--- src/design/ivp_pkg.sv ---
// package for the interrupt vector and priority map
// assumes a 32-bit apb slave on pclk; one word per register
package ivp_pkg;

   localparam int NUM_LINES = 24;
   localparam int LVL_W = 2;
   localparam int LINE_W = 5;
   localparam int NUM_LVL_REGS = 6;
   localparam int FIELDS_PER_REG = 4;
   localparam int ADDR_W = 12;
   localparam int EXT_W = 8;

   // register indices; byte address is four times the index
   localparam logic [7:0] IDX_LVL0 = 8'h79;
   localparam logic [7:0] IDX_LVL5 = 8'h7e;
   localparam logic [7:0] IDX_STATUS = 8'h80;
   localparam logic [7:0] IDX_MASK = 8'h81;
   localparam logic [7:0] IDX_STATE = 8'h82;

   // reset values
   localparam logic [7:0] LVL_RST = 8'hff;
   localparam logic [23:0] STATUS_RST = 24'h000000;
   localparam logic [23:0] MASK_RST = 24'h000000;

   // request line assignments
   localparam int LINE_EXT4 = 0;
   localparam int LINE_EXT5 = 1;
   localparam int LINE_EXT26 = 2;
   localparam int LINE_EXT37 = 3;
   localparam int LINE_CT0_LO = 5;
   localparam int LINE_CT0_HI = 6;
   localparam int LINE_CT1_HI = 14;
   localparam int LINE_CT1_LO = 22;

   // vector of line 0; each later line sits two bytes lower
   localparam logic [15:0] VEC_TOP_HI = 16'hfffa;
   localparam logic [15:0] VEC_TOP_LO = 16'hfffb;

   // current-request register layout
   localparam int STATE_LINE_POS = 0;
   localparam int STATE_LEVEL_POS = 8;
   localparam int STATE_VALID_POS = 16;

   typedef struct packed {
      logic [NUM_LVL_REGS-1:0][7:0] lvl;
      logic [NUM_LINES-1:0] status;
      logic [NUM_LINES-1:0] mask;
      logic req;
      logic [LINE_W-1:0] line;
      logic [LVL_W-1:0] level;
      logic [15:0] vec_hi;
      logic [15:0] vec_lo;
      logic [31:0] rdata;
   } ivp_state_s;

endpackage

--- src/design/ivp_arbiter.sv ---
// level and fixed-order arbiter over the request lines
// assumes requests and levels are on the same clock as the caller
`timescale 1ns/100ps
module ivp_arbiter
   import ivp_pkg::*;
#(
   parameter int N = NUM_LINES,
   parameter int W = LVL_W,
   parameter int LW = LINE_W
) (
   input wire logic [N-1:0] req,
   input wire logic [N*W-1:0] levels,
   input wire logic [W-1:0] cur_level,
   output logic valid,
   output logic [LW-1:0] line,
   output logic [W-1:0] level
);

   logic found;
   logic [W-1:0] best;
   logic [LW-1:0] best_line;

   always_comb begin
      found = 1'b0;
      best = '1;
      best_line = '0;
      // walk from the last line down; ties go to the lower number
      for (int i = N - 1; i >= 0; i--) begin
         if (req[i] && (!found || levels[i*W +: W] <= best)) begin
            found = 1'b1;
            best = levels[i*W +: W];
            best_line = LW'(i);
         end
      end
      // lower value is more urgent than the cpu level
      valid = found && (best < cur_level);
      line = best_line;
      level = best;
   end

endmodule

--- src/design/ivp_map.sv ---
// interrupt vector and priority map with apb level registers
// assumes sources and cpu on pclk; apb master on the same clock
//
// Summary of operation
// - 24 lines, vectors from fffa downward.
// - two-bit level field per line.
// - equal levels: lowest line number wins.
// - external ch 4 and 5 on lines 0, 1.
// - external ch 2 and 6 share line 2.
// - external ch 3 and 7 share line 3.
// - timer 0 low line 5, high line 6.
// - timer 1 high line 14, low 22.
// - level registers read/write, reset all ones.
`timescale 1ns/100ps
module ivp_map
   import ivp_pkg::*;
(
   input wire logic pclk,
   input wire logic presetn,
   input wire logic ce,
   input wire logic psel,
   input wire logic penable,
   input wire logic pwrite,
   input wire logic [ADDR_W-1:0] paddr,
   input wire logic [31:0] pwdata,
   output logic [31:0] prdata,
   output logic pready,
   output logic pslverr,
   input wire logic [EXT_W-1:0] ext_int,
   input wire logic ct0_lo_req,
   input wire logic ct0_hi_req,
   input wire logic ct1_lo_req,
   input wire logic ct1_hi_req,
   input wire logic [NUM_LINES-1:0] other_req,
   input wire logic [LVL_W-1:0] cpu_level,
   output logic cpu_irq_req,
   output logic [LINE_W-1:0] cpu_irq_line,
   output logic [LVL_W-1:0] cpu_irq_level,
   output logic [15:0] cpu_vec_upper,
   output logic [15:0] cpu_vec_lower,
   output logic int_o
);

   ivp_state_s st_r;
   ivp_state_s st_nxt;
   logic [NUM_LINES-1:0] line_req;
   logic [NUM_LINES-1:0] eff_req;
   logic arb_valid;
   logic [LINE_W-1:0] arb_line;
   logic [LVL_W-1:0] arb_level;
   logic [7:0] idx;
   logic hit;
   logic [31:0] rd_word;
   logic acc;
   logic wr;

   // source routing per line
   for (genvar i = 0; i < NUM_LINES; i++) begin : g_line
      if (i == LINE_EXT4) begin : g_e4
         assign line_req[i] = ext_int[4];
      end else if (i == LINE_EXT5) begin : g_e5
         assign line_req[i] = ext_int[5];
      end else if (i == LINE_EXT26) begin : g_e26
         assign line_req[i] = ext_int[2] | ext_int[6];
      end else if (i == LINE_EXT37) begin : g_e37
         assign line_req[i] = ext_int[3] | ext_int[7];
      end else if (i == LINE_CT0_LO) begin : g_t0l
         assign line_req[i] = ct0_lo_req;
      end else if (i == LINE_CT0_HI) begin : g_t0h
         assign line_req[i] = ct0_hi_req;
      end else if (i == LINE_CT1_HI) begin : g_t1h
         assign line_req[i] = ct1_hi_req;
      end else if (i == LINE_CT1_LO) begin : g_t1l
         assign line_req[i] = ct1_lo_req;
      end else begin : g_oth
         assign line_req[i] = other_req[i];
      end
   end

   assign eff_req = line_req & st_r.mask;

   ivp_arbiter #(
      .N(NUM_LINES),
      .W(LVL_W),
      .LW(LINE_W)
   ) u_arb (
      .req(eff_req),
      .levels(st_r.lvl),
      .cur_level(cpu_level),
      .valid(arb_valid),
      .line(arb_line),
      .level(arb_level)
   );

   // address decode and read mux
   assign idx = paddr[9:2];
   assign acc = psel & penable & ce;
   assign wr = acc & pwrite;

   always_comb begin
      hit = 1'b0;
      rd_word = 32'h00000000;
      if (paddr[ADDR_W-1:10] == '0 && paddr[1:0] == 2'b00) begin
         if (idx >= IDX_LVL0 && idx <= IDX_LVL5) begin
            hit = 1'b1;
            rd_word = {24'h000000, st_r.lvl[3'(idx - IDX_LVL0)]};
         end else if (idx == IDX_STATUS) begin
            hit = 1'b1;
            rd_word = {8'h00, st_r.status};
         end else if (idx == IDX_MASK) begin
            hit = 1'b1;
            rd_word = {8'h00, st_r.mask};
         end else if (idx == IDX_STATE) begin
            hit = 1'b1;
            rd_word[STATE_LINE_POS +: LINE_W] = st_r.line;
            rd_word[STATE_LEVEL_POS +: LVL_W] = st_r.level;
            rd_word[STATE_VALID_POS] = st_r.req;
         end
      end
   end

   always_comb begin
      st_nxt = st_r;
      if (ce) begin
         // set wins over a write-one clear in the same cycle
         if (wr && hit && idx == IDX_STATUS) begin
            st_nxt.status = (st_r.status & ~pwdata[NUM_LINES-1:0]) | line_req;
         end else begin
            st_nxt.status = st_r.status | line_req;
         end
         if (wr && hit && idx >= IDX_LVL0 && idx <= IDX_LVL5) begin
            st_nxt.lvl[3'(idx - IDX_LVL0)] = pwdata[7:0];
         end
         if (wr && hit && idx == IDX_MASK) begin
            st_nxt.mask = pwdata[NUM_LINES-1:0];
         end
         // presented request with its vector pair
         st_nxt.req = arb_valid;
         st_nxt.line = arb_line;
         st_nxt.level = arb_level;
         st_nxt.vec_hi = VEC_TOP_HI - {10'h000, arb_line, 1'b0};
         st_nxt.vec_lo = VEC_TOP_LO - {10'h000, arb_line, 1'b0};
         // read data captured in the setup phase
         if (psel && !penable) begin
            st_nxt.rdata = rd_word;
         end
      end
   end

   always_ff @(posedge pclk or negedge presetn) begin
      if (!presetn) begin
         st_r.lvl <= {NUM_LVL_REGS{LVL_RST}};
         st_r.status <= STATUS_RST;
         st_r.mask <= MASK_RST;
         st_r.req <= 1'b0;
         st_r.line <= '0;
         st_r.level <= '1;
         st_r.vec_hi <= VEC_TOP_HI;
         st_r.vec_lo <= VEC_TOP_LO;
         st_r.rdata <= 32'h00000000;
      end else begin
         st_r <= st_nxt;
      end
   end

   assign prdata = st_r.rdata;
   assign pready = ce;
   assign pslverr = psel & penable & ~hit;
   assign cpu_irq_req = st_r.req;
   assign cpu_irq_line = st_r.line;
   assign cpu_irq_level = st_r.level;
   assign cpu_vec_upper = st_r.vec_hi;
   assign cpu_vec_lower = st_r.vec_lo;
   assign int_o = |(st_r.status & st_r.mask);

   // checks
   vec_upper_calc_a: assert property (@(posedge pclk) disable iff (!presetn)
      cpu_irq_req |-> cpu_vec_upper == VEC_TOP_HI - {10'h000, cpu_irq_line, 1'b0})
      else $error("upper vector does not match line");
   vec_pair_a: assert property (@(posedge pclk) disable iff (!presetn)
      cpu_irq_req |-> cpu_vec_lower == cpu_vec_upper + 16'h0001)
      else $error("lower vector not one above upper");
   level_field_a: assert property (@(posedge pclk) disable iff (!presetn)
      $past(ce) && cpu_irq_req |->
      cpu_irq_level == LVL_W'($past(st_r.lvl[cpu_irq_line / 4]) >> (2 * (cpu_irq_line % 4))))
      else $error("presented level is not the line field");
   line0_first_a: assert property (@(posedge pclk) disable iff (!presetn)
      ce && eff_req[0] && st_r.lvl[0][1:0] == 2'h0 && cpu_level != 2'h0 |=>
      cpu_irq_req && cpu_irq_line == '0)
      else $error("line 0 did not take precedence");
   ext4_route_a: assert property (@(posedge pclk) disable iff (!presetn)
      ce && ext_int[4] ##1 ce && ext_int[5] |=> st_r.status[LINE_EXT4] && st_r.status[LINE_EXT5])
      else $error("external 4 or 5 not on lines 0 and 1");
   ext6_share_a: assert property (@(posedge pclk) disable iff (!presetn)
      ce && ext_int[6] |=> st_r.status[LINE_EXT26])
      else $error("external 6 not on line 2");
   ext7_share_a: assert property (@(posedge pclk) disable iff (!presetn)
      ce && ext_int[7] |=> st_r.status[LINE_EXT37])
      else $error("external 7 not on line 3");
   timer0_high_a: assert property (@(posedge pclk) disable iff (!presetn)
      ce && ct0_hi_req && !ct0_lo_req |=> st_r.status[LINE_CT0_HI])
      else $error("timer 0 high not on line 6");
   timer1_low_a: assert property (@(posedge pclk) disable iff (!presetn)
      ce && ct1_lo_req |=> st_r.status[LINE_CT1_LO])
      else $error("timer 1 low not on line 22");
   level_reset_a: assert property (@(posedge pclk)
      !presetn |-> st_r.lvl == {NUM_LVL_REGS{LVL_RST}})
      else $error("level registers not all ones in reset");
   cpu_urgent_a: assert property (@(posedge pclk) disable iff (!presetn)
      $past(ce) && cpu_irq_req |-> cpu_irq_level < $past(cpu_level))
      else $error("request not more urgent than cpu level");
   ext4_alone_a: assert property (@(posedge pclk) disable iff (!presetn)
      ce && !ext_int[4] && !st_r.status[LINE_EXT4] |=> !st_r.status[LINE_EXT4])
      else $error("line 0 set without external 4");
   ext5_alone_a: assert property (@(posedge pclk) disable iff (!presetn)
      ce && !ext_int[5] && !st_r.status[LINE_EXT5] |=> !st_r.status[LINE_EXT5])
      else $error("line 1 set without external 5");
   ext2_share_a: assert property (@(posedge pclk) disable iff (!presetn)
      ce && ext_int[2] |=> st_r.status[LINE_EXT26])
      else $error("external 2 not on line 2");
   ext3_share_a: assert property (@(posedge pclk) disable iff (!presetn)
      ce && ext_int[3] |=> st_r.status[LINE_EXT37])
      else $error("external 3 not on line 3");
   timer0_low_a: assert property (@(posedge pclk) disable iff (!presetn)
      ce && ct0_lo_req |=> st_r.status[LINE_CT0_LO])
      else $error("timer 0 low not on line 5");
   timer1_high_a: assert property (@(posedge pclk) disable iff (!presetn)
      ce && ct1_hi_req |=> st_r.status[LINE_CT1_HI])
      else $error("timer 1 high not on line 14");
   level_write_a: assert property (@(posedge pclk) disable iff (!presetn)
      wr && hit && idx == IDX_LVL0 |=> st_r.lvl[0] == $past(pwdata[7:0]))
      else $error("level register write lost");
   cpu_block_a: assert property (@(posedge pclk) disable iff (!presetn)
      ce && cpu_level == 2'h0 |=> !cpu_irq_req)
      else $error("request presented over most urgent cpu level");
   mask_gate_a: assert property (@(posedge pclk) disable iff (!presetn)
      $past(ce) && cpu_irq_req |-> (($past(st_r.mask) >> cpu_irq_line) & 24'h000001) != '0)
      else $error("masked line presented");
   status_sticky_a: assert property (@(posedge pclk) disable iff (!presetn)
      ce && !wr |=> ($past(st_r.status) & ~st_r.status) == '0)
      else $error("status bit lost without clear");
   ce_freeze_a: assert property (@(posedge pclk) disable iff (!presetn)
      !ce |=> st_r == $past(st_r))
      else $error("state moved while clock enable low");
   bad_write_a: assert property (@(posedge pclk) disable iff (!presetn)
      wr && !hit |=> st_r.mask == $past(st_r.mask))
      else $error("refused write changed mask");

endmodule

--- config.mk ---
export PLATFORM = sky130hd
export DESIGN_NAME = ivp_map
export DESIGN_NICKNAME = d
export VERILOG_FILES = /design/src/design/ivp_pkg.sv /design/src/design/ivp_arbiter.sv /design/src/design/ivp_map.sv
export SDC_FILE = /design/constraint.sdc
export NUM_CORES = 1
export LEC_CHECK = 0
export BUFFER_PORTS_ARGS = -buffer_cell sky130_fd_sc_hd__buf_2
export CORE_MARGIN = 1
export CORE_UTILIZATION = 58
export DETAILED_ROUTE_END_ITERATION = 7
export PLACE_DENSITY = 0.91
export SLEW_MARGIN = 10
export SYNTH_ARGS = -nofsm -noshare
export SYNTH_HDL_FRONTEND = slang
export SYNTH_HIERARCHICAL = 1
export SYNTH_SLANG_ARGS = --single-unit
--- constraint.sdc ---
create_clock -name pclk -period 32.4 [get_ports pclk]
set_clock_uncertainty 0.2 [all_clocks]
set_input_delay 6.48 -clock pclk [delete_from_list [all_inputs] [get_ports pclk]]
set_output_delay 6.48 -clock pclk [all_outputs]
set_load 0.01 [all_outputs]
==> metrics.yaml, run 1 <==
antenna_left: 0
die_x_um: 132
p_int_uw: 299
clock_latency_ns: 0.44
drive_gt1_share_pct: 50.5
final_nets: 1346
rr_worst_depth: 154
cts_sinks: 133
rrSetupSlack_ns: 4.29
tritoncts: "yes"
utilization_pct: 77.8
min_to: "prdata[20]$_DFFE_PN0P_"
gp_congestion: 0.955
clkPwrFrac_pct: 50.9
status: "finished, violations left"
wl_per_cell_um: 26.9
dp_slack_ns: -1.99
r2r_start: "st_r[95]$_DFFE_PN0P_"
switching_power_uw: 101
hold_violations: 0
dr_total_vias: 10298
clk_pin_slew_worst_paths_ns: 0.06
totalPowerFinal_uw: 399
drt_iter0_markers: 1622
violations: "negative setup slack"
relSlewSlack_pct: 16.1
cp.required_ns: 32.58
cp_common_cell: "o21ai_2"
syn-cell-area_um2: 9760
drc_errors: 0
crit_start: "other_req[23]"
cp_slowest_cell: "a2111oi_4"
path_class: "input pin to flip-flop"
cts_made_buffers: 17
min_path_cells: 2
synth_top_area_share_pct: 20.0
grt_max_degree: 82
coreArea_um2: 16500
fin_crit_sh_pct: 104
cp_max_fo: 6
final.setup.tns_ns: -12.17
start_kind: "input pin"
grtUsageTotal_pct: 36.1
synth_top_area_cell: "dfrtp_1"
antenna_found_initial: 1
synth_flop_cell: "dfrtp_1"
htreeDepth: 4
p_comb_share_pct: 7.3
hold_path.class: "flip-flop to flip-flop"
slew_viol_final: 0
finalWorstSetupSlack_ns: -1.44
ys_types: 87
timing.fmax_ghz: 0.0296
drt-pass1-iter-count: 7
area_growth_pct: 31.8
dp_hpwl_um: 21500
overflow: 0
max_cap_violations: 0
leakagePower_uw: 0.00588
syn_inst: 998
initial_core_util_pct: 59.1
fillers: 886
switching_share_pct: 25.3
yosys_warnings: 6
irDropWorstVdd_uv: 43.7
arrival_ns: 34.01
cts_max_path_buffers: 2
vias_per_cell: 7.16
synth-edff-count: 0
ys_seq_area_share_pct: 34.8
pin_count: 163
critPathMaxStageDelay_ns: 0.42
finalCriticalPeriod_ns: 33.84
synth_area_per_cell_um2: 9.78
rsz0062_at_grt: "true"
fp-row-count: 47
grt_pass1_wl_um: 48400
synthArstFlopShare_pct: 100
clockRootBuffer: "clkbuf_16"
synth_area_leaders: "dfrtp_1 (20%), dfstp_2 (15%), mux2_2 (10%), ha_1 (6.7%), buf_4 (5.6%)"
grt_pass1_vias: 9131
power_frac_seq_pct: 41.8
diodes: 0
setup_viol: 13
p_per_area_nw_per_um2: 31.1
ys_ff_latch: 133
dieHeight_um: 132
routed_wl_um: 38700
hp-start: "prdata[20]$_DFFE_PN0P_"
r2r_end: "cpu_irq_req$_DFFE_PN0P_"
cp-end-kind: "flip-flop"
port_buffers: 116
die_area_um2: 17300
worst_pin_slew_ns: 1.26
==> cell families (layout without fill, tap and decap cells) <==
family          count (synthesis)  in the layout  synth area share [%]
other cells                     2             28                0.0770
simple gates                  286            286                  16.8
xor+xnor                        4              4                 0.436
flops                         133            133                  34.8
mux                           134            134                  15.2
compound gates                234            234                  16.8
fa+ha+maj                      52             52                  6.67
buf+inv                       153            348                  9.14
==> routing by layer <==
layer / part of all wire [%] / global-route usage (%) / vias to the layer above
li1: - / - / 3989
met2: 45 / 58.9 / 1078
met5: 0.057 / 0 / -
met4: 8.3 / 17.8 / 2
met1: 34 / 44.3 / 4868
met3: 13 / 9.65 / 361
==> Yosys cell counts (6+ instances only) <==
master and count:
nand2b_1 7, nand3_1 36, o211ai_1 10, ha_1 52, mux2i_1 41, a21oi_1 26, nor2_1 39, a21o_1 7
buf_2 11, and3_1 6, nand4_1 6, nand2_1 69, dfrtp_1 78, o21a_1 12, dfstp_2 55, buf_1 6
inv_1 47, a22oi_1 14, buf_4 73, o21ai_0 68, mux2_2 89, clkbuf_1 11, and2_1 26, nor2b_1 30
a31oi_1 11, a22o_1 25, nor3_1 21
==> layout by cell type (no fill, tap or decap), drive strengths merged, types with 36 or more instances in the layout <==
cell / instances
buf: 268
mux2: 91
dfrtp: 78
o21ai: 73
nand2: 70
dfstp: 55
ha: 52
inv: 51
mux2i: 41
nor2: 41
nand3: 36
==> final cells by class <==
class,instances,area (um2),share of cell area [%]
multi-input combinational,738,6640,51.6
clock buffer,21,450,3.50
timing repair buffer,268,1770,13.7
sequential,133,3400,26.4
tap,220,275,2.14
clock inverter,11,148,1.15
inverter,48,183,1.42
==> timing repair <==
action,CTS,global route
cloned,0,0
endpoints found under the setup margin,13,13
setup buffers,23,38
gates resized for setup,36,178
hold buffers,0,0
pin swaps,34,111
==> stage by stage <==
stage	cells	hold slack, ns	cell area (um2)
floorplan	1024	0.251	9960
global route	1439	0.304	12900
detailed placement	1349	0.266	10800
finish	1439	0.279	12900
global placement	1349	0.256	10800
CTS	1404	0.279	11700
==> state kept, by name (all words and copies together), names as in the netlist <==
| name | cells |
|---|---|
| st_r | 96 |
| cpu_irq_req | 1 |
| cpu_irq_line | 5 |
| cpu_vec_upper | 5 |
| cpu_irq_level | 2 |
| prdata | 24 |
==> critical path: cells and delay by family <==
kind / cells / cell delay (ns)
buffers and inverters: 13 / 1.60
and+or+nand+nor: 40 / 5.06
AOI/OAI and AO/OA: 73 / 12.99
muxes: 5 / 1.25
adders and majority gates: 24 / 6.56
==> power groups by stage <==
stage / Sequential (uW) / Clock, uW / Combinational, uW
after detailed placement: 170 / 0 / 25.5
after global placement: 170 / 0 / 24.9
after floorplan: 170 / 0 / 15.0
final: 167 / 203 / 29.2
after global routing: 167 / 210 / 30.6
after CTS: 167 / 201 / 26.1
==> worst max-delay path by stage <==
stage,endpoint,slack (ns)
finish,cpu_irq_req$_DFFE_PN0P_,-1.44
global route,cpu_irq_req$_DFFE_PN0P_,-2.03
CTS,cpu_irq_req$_DFFE_PN0P_,0.02
detailed placement,cpu_irq_req$_DFFE_PN0P_,-1.99
global placement,cpu_irq_req$_DFFE_PN0P_,-1.30
floorplan,cpu_irq_req$_DFFE_PN0P_,0.03
Power figures use the tool's default switching activity.
==> run 2, diff against run 1 <==
Settings changed: CTS_BUF_LIST from default to sky130_fd_sc_hd__clkbuf_4 sky130_fd_sc_hd__clkbuf_8 sky130_fd_sc_hd__clkbuf_16, SLEW_MARGIN 10 to default.
==> run 2 against run 1 <==
The flow still finishes with violations (negative setup slack). Utilization is 0.30 points higher. Via count is 1.4% higher. Final cell count up 0.14%. Cell area rose by 0.39%. Critical path depth unchanged. Clock-buffer cell count stayed put. Sequential power about the same. Die area unchanged. Critical path type unchanged. Largest power group unchanged.
==> metrics.yaml, run 2 (same netlist as run 1, synthesis figures left out) <==
overflow: 0  # unchanged
vias_per_cell: 7.25  # +1.2%
clk_pin_slew_worst_paths_ns: 0.06  # about the same
routed_wl_um: 40000  # +3.2%
die_area_um2: 17300  # unchanged
cp_common_cell: "nor2b_4"
timing.fmax_ghz: 0.0294  # -0.38%
drc_errors: 0  # unchanged
dieHeight_um: 132  # unchanged
layout_commonest_cell: "buf_4"
cts_hold_buf: 0  # unchanged
grt_pass1_vias: 9103  # -0.31%
worst_pin_slew_ns: 1.26  # +0.0000510 ns
hold_path.class: "flip-flop to flip-flop"
antenna_left: 0  # unchanged
cts_max_path_buffers: 2  # unchanged
cts_made_buffers: 17  # unchanged
dr_total_vias: 10441  # +1.4%
arrival_ns: 34.16  # +0.15 ns
coreArea_um2: 16500  # unchanged
grtUsageTotal_pct: 36.1  # about the same
instances_no_fill: 1441  # +0.14%
die_x_um: 132  # unchanged
fp-row-count: 47  # unchanged
start_kind: "input pin"
rsz0062_at_grt: "true"
cp-end-kind: "flip-flop"
status: "finished, violations left"
wl_per_cell_um: 27.7  # +3.1%
htreeDepth: 4  # unchanged
final_nets: 1347  # +0.074%
cp_max_fo: 6  # unchanged
path_class: "input pin to flip-flop"
layout_common_cells: "buf_4 (144), buf_2 (114), mux2_2 (83)"
cts_sinks: 133  # unchanged
dpl.cell_count: 1349  # unchanged
critPathMaxStageDelay_ns: 0.42  # about the same
gp_congestion: 0.955  # unchanged
drt_iter0_markers: 2018  # +24%
dp_slack_ns: -1.99  # unchanged
grt-busiest-layer: "met2"
setup_viol: 13  # unchanged
tritoncts: "yes"
leakagePower_uw: 0.00591  # +0.50%
slew_viol_final: 0  # unchanged
violations: "negative setup slack"
area_growth_pct: 32.3
cp_slowest_cell: "a2111oi_4"
fin_crit_sh_pct: 105  # +0.40 points
drt-pass1-iter-count: 7  # unchanged
p_per_area_nw_per_um2: 31.3  # +0.69%
irDropWorstVdd_uv: 43.7  # about the same
totalPowerFinal_uw: 404  # +1.1%
port_buffers: 116  # unchanged
clock_latency_ns: 0.45  # about the same
finalCriticalPeriod_ns: 33.96  # +0.128 ns
clockRootBuffer: "clkbuf_16"
drive_gt1_share_pct: 50.9  # +0.37 points
grt_pass1_wl_um: 48300  # -0.17%
hold_violations: 0  # unchanged
relSlewSlack_pct: 16.1  # about the same
dp_hpwl_um: 21500  # unchanged
largest_reg_flops: 96  # unchanged
antenna_found_initial: 4  # +3
initial_core_util_pct: 59.1  # unchanged
use_met2_pct: 58.5  # -0.35 points
pin_count: 163  # unchanged
cp.required_ns: 32.59  # about the same
finalWorstSetupSlack_ns: -1.56  # -0.128 ns
top_register: "st_r"
max_cap_violations: 0  # unchanged
grt_max_degree: 82  # unchanged
utilization_pct: 78.1  # +0.30 points
grt_util_met1_pct: 44.7  # +0.35 points
grt_util_met3_pct: 9.07  # -0.58 points
[run 2: changes by cell type in the layout (fill, tap and decap cells not counted)]
cell	previous run	this run
clkbuf_1	3	0
ha_1	32	30
diode_2	0	1
nor2b_4	19	20
clkbuf_4	0	3
a31oi_1	5	6
ha_4	20	22
buf_4	143	144
nand2_4	4	5
nand2_2	11	10
nor2b_2	1	0
a31oi_2	5	4
[run 2: per-layer routing]
| metal | vias to the layer above | wire length, um |
|---|---|---|
| met5 | - | 0 |
| met4 | 0 | 3430 |
| met3 | 420 | 5460 |
| met2 | 1156 | 17700 |
| met1 | 4880 | 13400 |
| li1 | 3985 | - |
[run 2: final timing paths]
check,startpoint,endpoint,slack [ns],cells past startpoint
hold reg to reg,prdata[20]$_DFFE_PN0P_,prdata[20]$_DFFE_PN0P_,0.28,2
hold / removal,prdata[20]$_DFFE_PN0P_,prdata[20]$_DFFE_PN0P_,0.28,2
setup / recovery,other_req[23],cpu_irq_req$_DFFE_PN0P_,-1.56,155
max in group asynchronous,presetn,st_r[76]$_DFFE_PN0P_,24.67,2
setup reg to reg,st_r[95]$_DFFE_PN0P_,cpu_irq_req$_DFFE_PN0P_,4.16,154
min in group asynchronous,presetn,prdata[8]$_DFFE_PN0P_,5.86,1
[run 2: area by class of cell]
| cell class | count | area, um2 |
|---|---|---|
| fillers | 897 | 3610 |
| well taps | 220 | 275 |
| clock inverters | 11 | 148 |
| flip-flops and latches | 133 | 3400 |
| clock buffers | 21 | 462 |
| multi-input cells | 738 | 6670 |
| repair buffers | 269 | 1780 |
| diodes | 1 | 2.50 |
| inverters | 48 | 183 |
[run 2: power breakdown]
part / switching [uW] / total [uW] / internal (uW)
logic: 21.4 / 30.0 / 8.53
registers: 0.179 / 167 / 167
clock network: 81.2 / 207 / 126
[run 2: worst max-delay path: cells and delay by family]
| family | cells | cell delay (ns) |
|---|---|---|
| mux | 6 | 1.62 |
| simple gates | 39 | 5.15 |
| fa+ha+maj | 24 | 6.32 |
| compound gates | 75 | 13.18 |
| buf+inv | 11 | 1.32 |
[run 2: repair_timing]
action | 4_1_cts | 5_1_grt
pin swaps | 34 | 110
setup endpoints to repair | 13 | 13
gates resized for setup | 36 | 182
gates cloned | 0 | 0
buffers inserted | 23 | 39
[run 2: per-stage QoR]
step	cell area, um2	hold slack, ns	TNS, ns
finish	12900	0.277	-13.55
global route	12900	0.305	-16.93
CTS	11700	0.280	0
detailed placement	10800	0.266	-19.25
global placement	10800	0.256	-10.30
floorplan	9960	0.251	0
==> run 3, diff against run 2 <==
Settings changed: CORE_UTILIZATION 58 to 50, PLACE_DENSITY 0.91 to 0.81, SLEW_MARGIN from default to 0.
==> run 3 against run 2 <==
The run still ends with negative setup slack left. Combinational power down 6.7%. Total power down 4.3%. Worst hold slack worse by 0.0038 ns. Via count down 5.4%. Sequential share of layout area down 0.47 points. Fmax up 2.3%. Wire length down 9.9%. Critical endpoint unchanged. First-iteration DRC count down 34%. Die area up 16%. Clock-buffer cell count unchanged. Final cell count up 5.2%.
==> metrics.yaml, run 3 (same netlist as run 1, synthesis figures left out) <==
status: "finished, violations left"
violations: "negative setup slack"
gp_congestion: 0.947  # -0.83%
routed_wl_um: 36000  # -9.9%
initial_core_util_pct: 51.6  # -7.4 points
cp_slowest_cell: "or3_4"
drt-pass1-iter-count: 6  # -1
hold_violations: 0  # unchanged
cp-end-kind: "flip-flop"
final_nets: 1384  # +2.7%
cp_common_cell: "o21ai_2"
fp-row-count: 50  # +6.4%
relSlewSlack_pct: 16.1  # +0.021 points
top_register: "st_r"
totalPowerFinal_uw: 386  # -4.3%
finalWorstSetupSlack_ns: -0.815  # +0.750 ns
coreArea_um2: 18900  # +14%
worst_pin_slew_ns: 1.26  # -0.000310 ns
fin_crit_sh_pct: 103  # -2.3 points
die_x_um: 142  # +7.6%
clockRootBuffer: "clkbuf_16"
grt_pass1_vias: 9011  # -1.0%
antenna_found_initial: 0  # -4
hold_path.class: "flip-flop to flip-flop"
leakagePower_uw: 0.00601  # +1.7%
p_per_area_nw_per_um2: 29.4  # -6.0%
irDropWorstVdd_uv: 35.3  # -19%
layout_common_cells: "buf_4 (182), buf_2 (114), mux2_2 (83)"
grt_max_degree: 79  # -3.7%
overflow: 0  # unchanged
grtUsageTotal_pct: 31.3  # -4.8 points
clk_pin_slew_worst_paths_ns: 0.06  # about the same
start_kind: "input pin"
antenna_left: 0  # unchanged
drt_iter0_markers: 1339  # -34%
setup_viol: 13  # unchanged
cp.required_ns: 32.58  # about the same
rsz0062_at_grt: "true"
dp_slack_ns: -1.74  # +0.258 ns
path_class: "input pin to flip-flop"
diodes: 0  # -1
multi_input_area_um2: 6600  # -1.0%
tritoncts: "yes"
instances_no_fill: 1516  # +5.2%
fillers: 1277  # +42%
finalCriticalPeriod_ns: 33.21  # -0.750 ns
area_growth_pct: 34.7
dr_total_vias: 9872  # -5.4%
port_buffers: 116  # unchanged
slew_viol_final: 0  # unchanged
dieHeight_um: 142  # +7.6%
htreeDepth: 4  # unchanged
arrival_ns: 33.40  # -0.76 ns
rrSetupSlack_ns: 4.89  # +0.73 ns
dpl.cell_count: 1392  # +3.2%
max_cap_violations: 0  # unchanged
vias_per_cell: 6.51  # -10%
drc_errors: 0  # unchanged
dp_hpwl_um: 21500  # +0.19%
layout_commonest_cell: "buf_4"
cts_sinks: 133  # unchanged
die_area_um2: 20100  # +16%
drive_gt1_share_pct: 52.8  # +1.9 points
pin_count: 163  # unchanged
timing.fmax_ghz: 0.0301  # +2.3%
grt_pass1_wl_um: 48200  # -0.29%
cp_max_fo: 6  # unchanged
final.setup.tns_ns: -4.88  # +8.67 ns
critPathMaxStageDelay_ns: 0.39  # -0.03 ns
clock_latency_ns: 0.44  # about the same
cts_made_buffers: 17  # unchanged
cts_max_path_buffers: 2  # unchanged
wl_per_cell_um: 23.8  # -14%
final-seq-area_um2: 3400  # unchanged
cts_hold_buf: 0  # unchanged
largest_reg_flops: 96  # unchanged
## run 3: changes by cell type in the layout (fill, tap and decap cells not counted), sizes merged
cell    delta
inv        -1
diode      -1
buf       +37
bufinv     -2
clkinv     +2
## run 3: what timing repair did
action / CTS / global route
buffers inserted: 60 / 35
resized for setup: 48 / 168
endpoints found under the setup margin: 13 / 13
pin swaps: 50 / 111
cloned: 0 / 0
## run 3: power breakdown
part | total, uW | switching (uW) | internal (uW)
Clock | 192 | 78.2 | 113
Combinational | 28.0 | 19.4 | 8.55
Sequential | 167 | 0.176 | 167
Total | 386 | 97.8 | 289
## run 3: final timing paths
check                                 startpoint                 endpoint  cells past startpoint
min in group asynchronous                presetn     st_r[80]$_DFFE_PN0P_                      1
hold / removal             prdata[8]$_DFFE_PN0P_    prdata[8]$_DFFE_PN0P_                      2
max in group asynchronous                presetn    prdata[5]$_DFFE_PN0P_                      2
hold reg to reg            prdata[8]$_DFFE_PN0P_    prdata[8]$_DFFE_PN0P_                      2
setup / recovery                   other_req[23]  cpu_irq_req$_DFFE_PN0P_                    154
setup reg to reg            st_r[95]$_DFFE_PN0P_  cpu_irq_req$_DFFE_PN0P_                    153
## run 3: layer usage
layer,routed length (um),track usage (%)
met4,2470,16.2
met2,16600,51.4
met1,13300,38.9
met3,3620,6.72
met5,0,0
## run 3: worst max-delay path, delay by kind of cell
family          cells  cell delay [ns]
compound gates     73            12.10
fa+ha+maj          24             6.31
buf+inv            13             1.30
mux                 7             2.05
simple gates       37             5.07
## run 3: stage by stage
stage	hold WS, ns	instance area [um2]	utilization, %
2_1_floorplan	0.251	9960	-
3_3_place_gp	0.256	10900	57.6
3_5_place_dp	0.265	10900	57.6
4_1_cts	0.278	12100	63.9
5_1_grt	0.291	13100	69.6
6_report	0.273	13100	69.6
## run 3: final cells by class
type,count,share of cell area (%)
Clock buffer,21,3.66
Clock inverter,10,0.733
Inverter,48,1.41
Multi-Input combinational cell,738,50.2
Sequential cell,133,25.8
Tap cell,260,2.47
Timing Repair Buffer,306,15.7
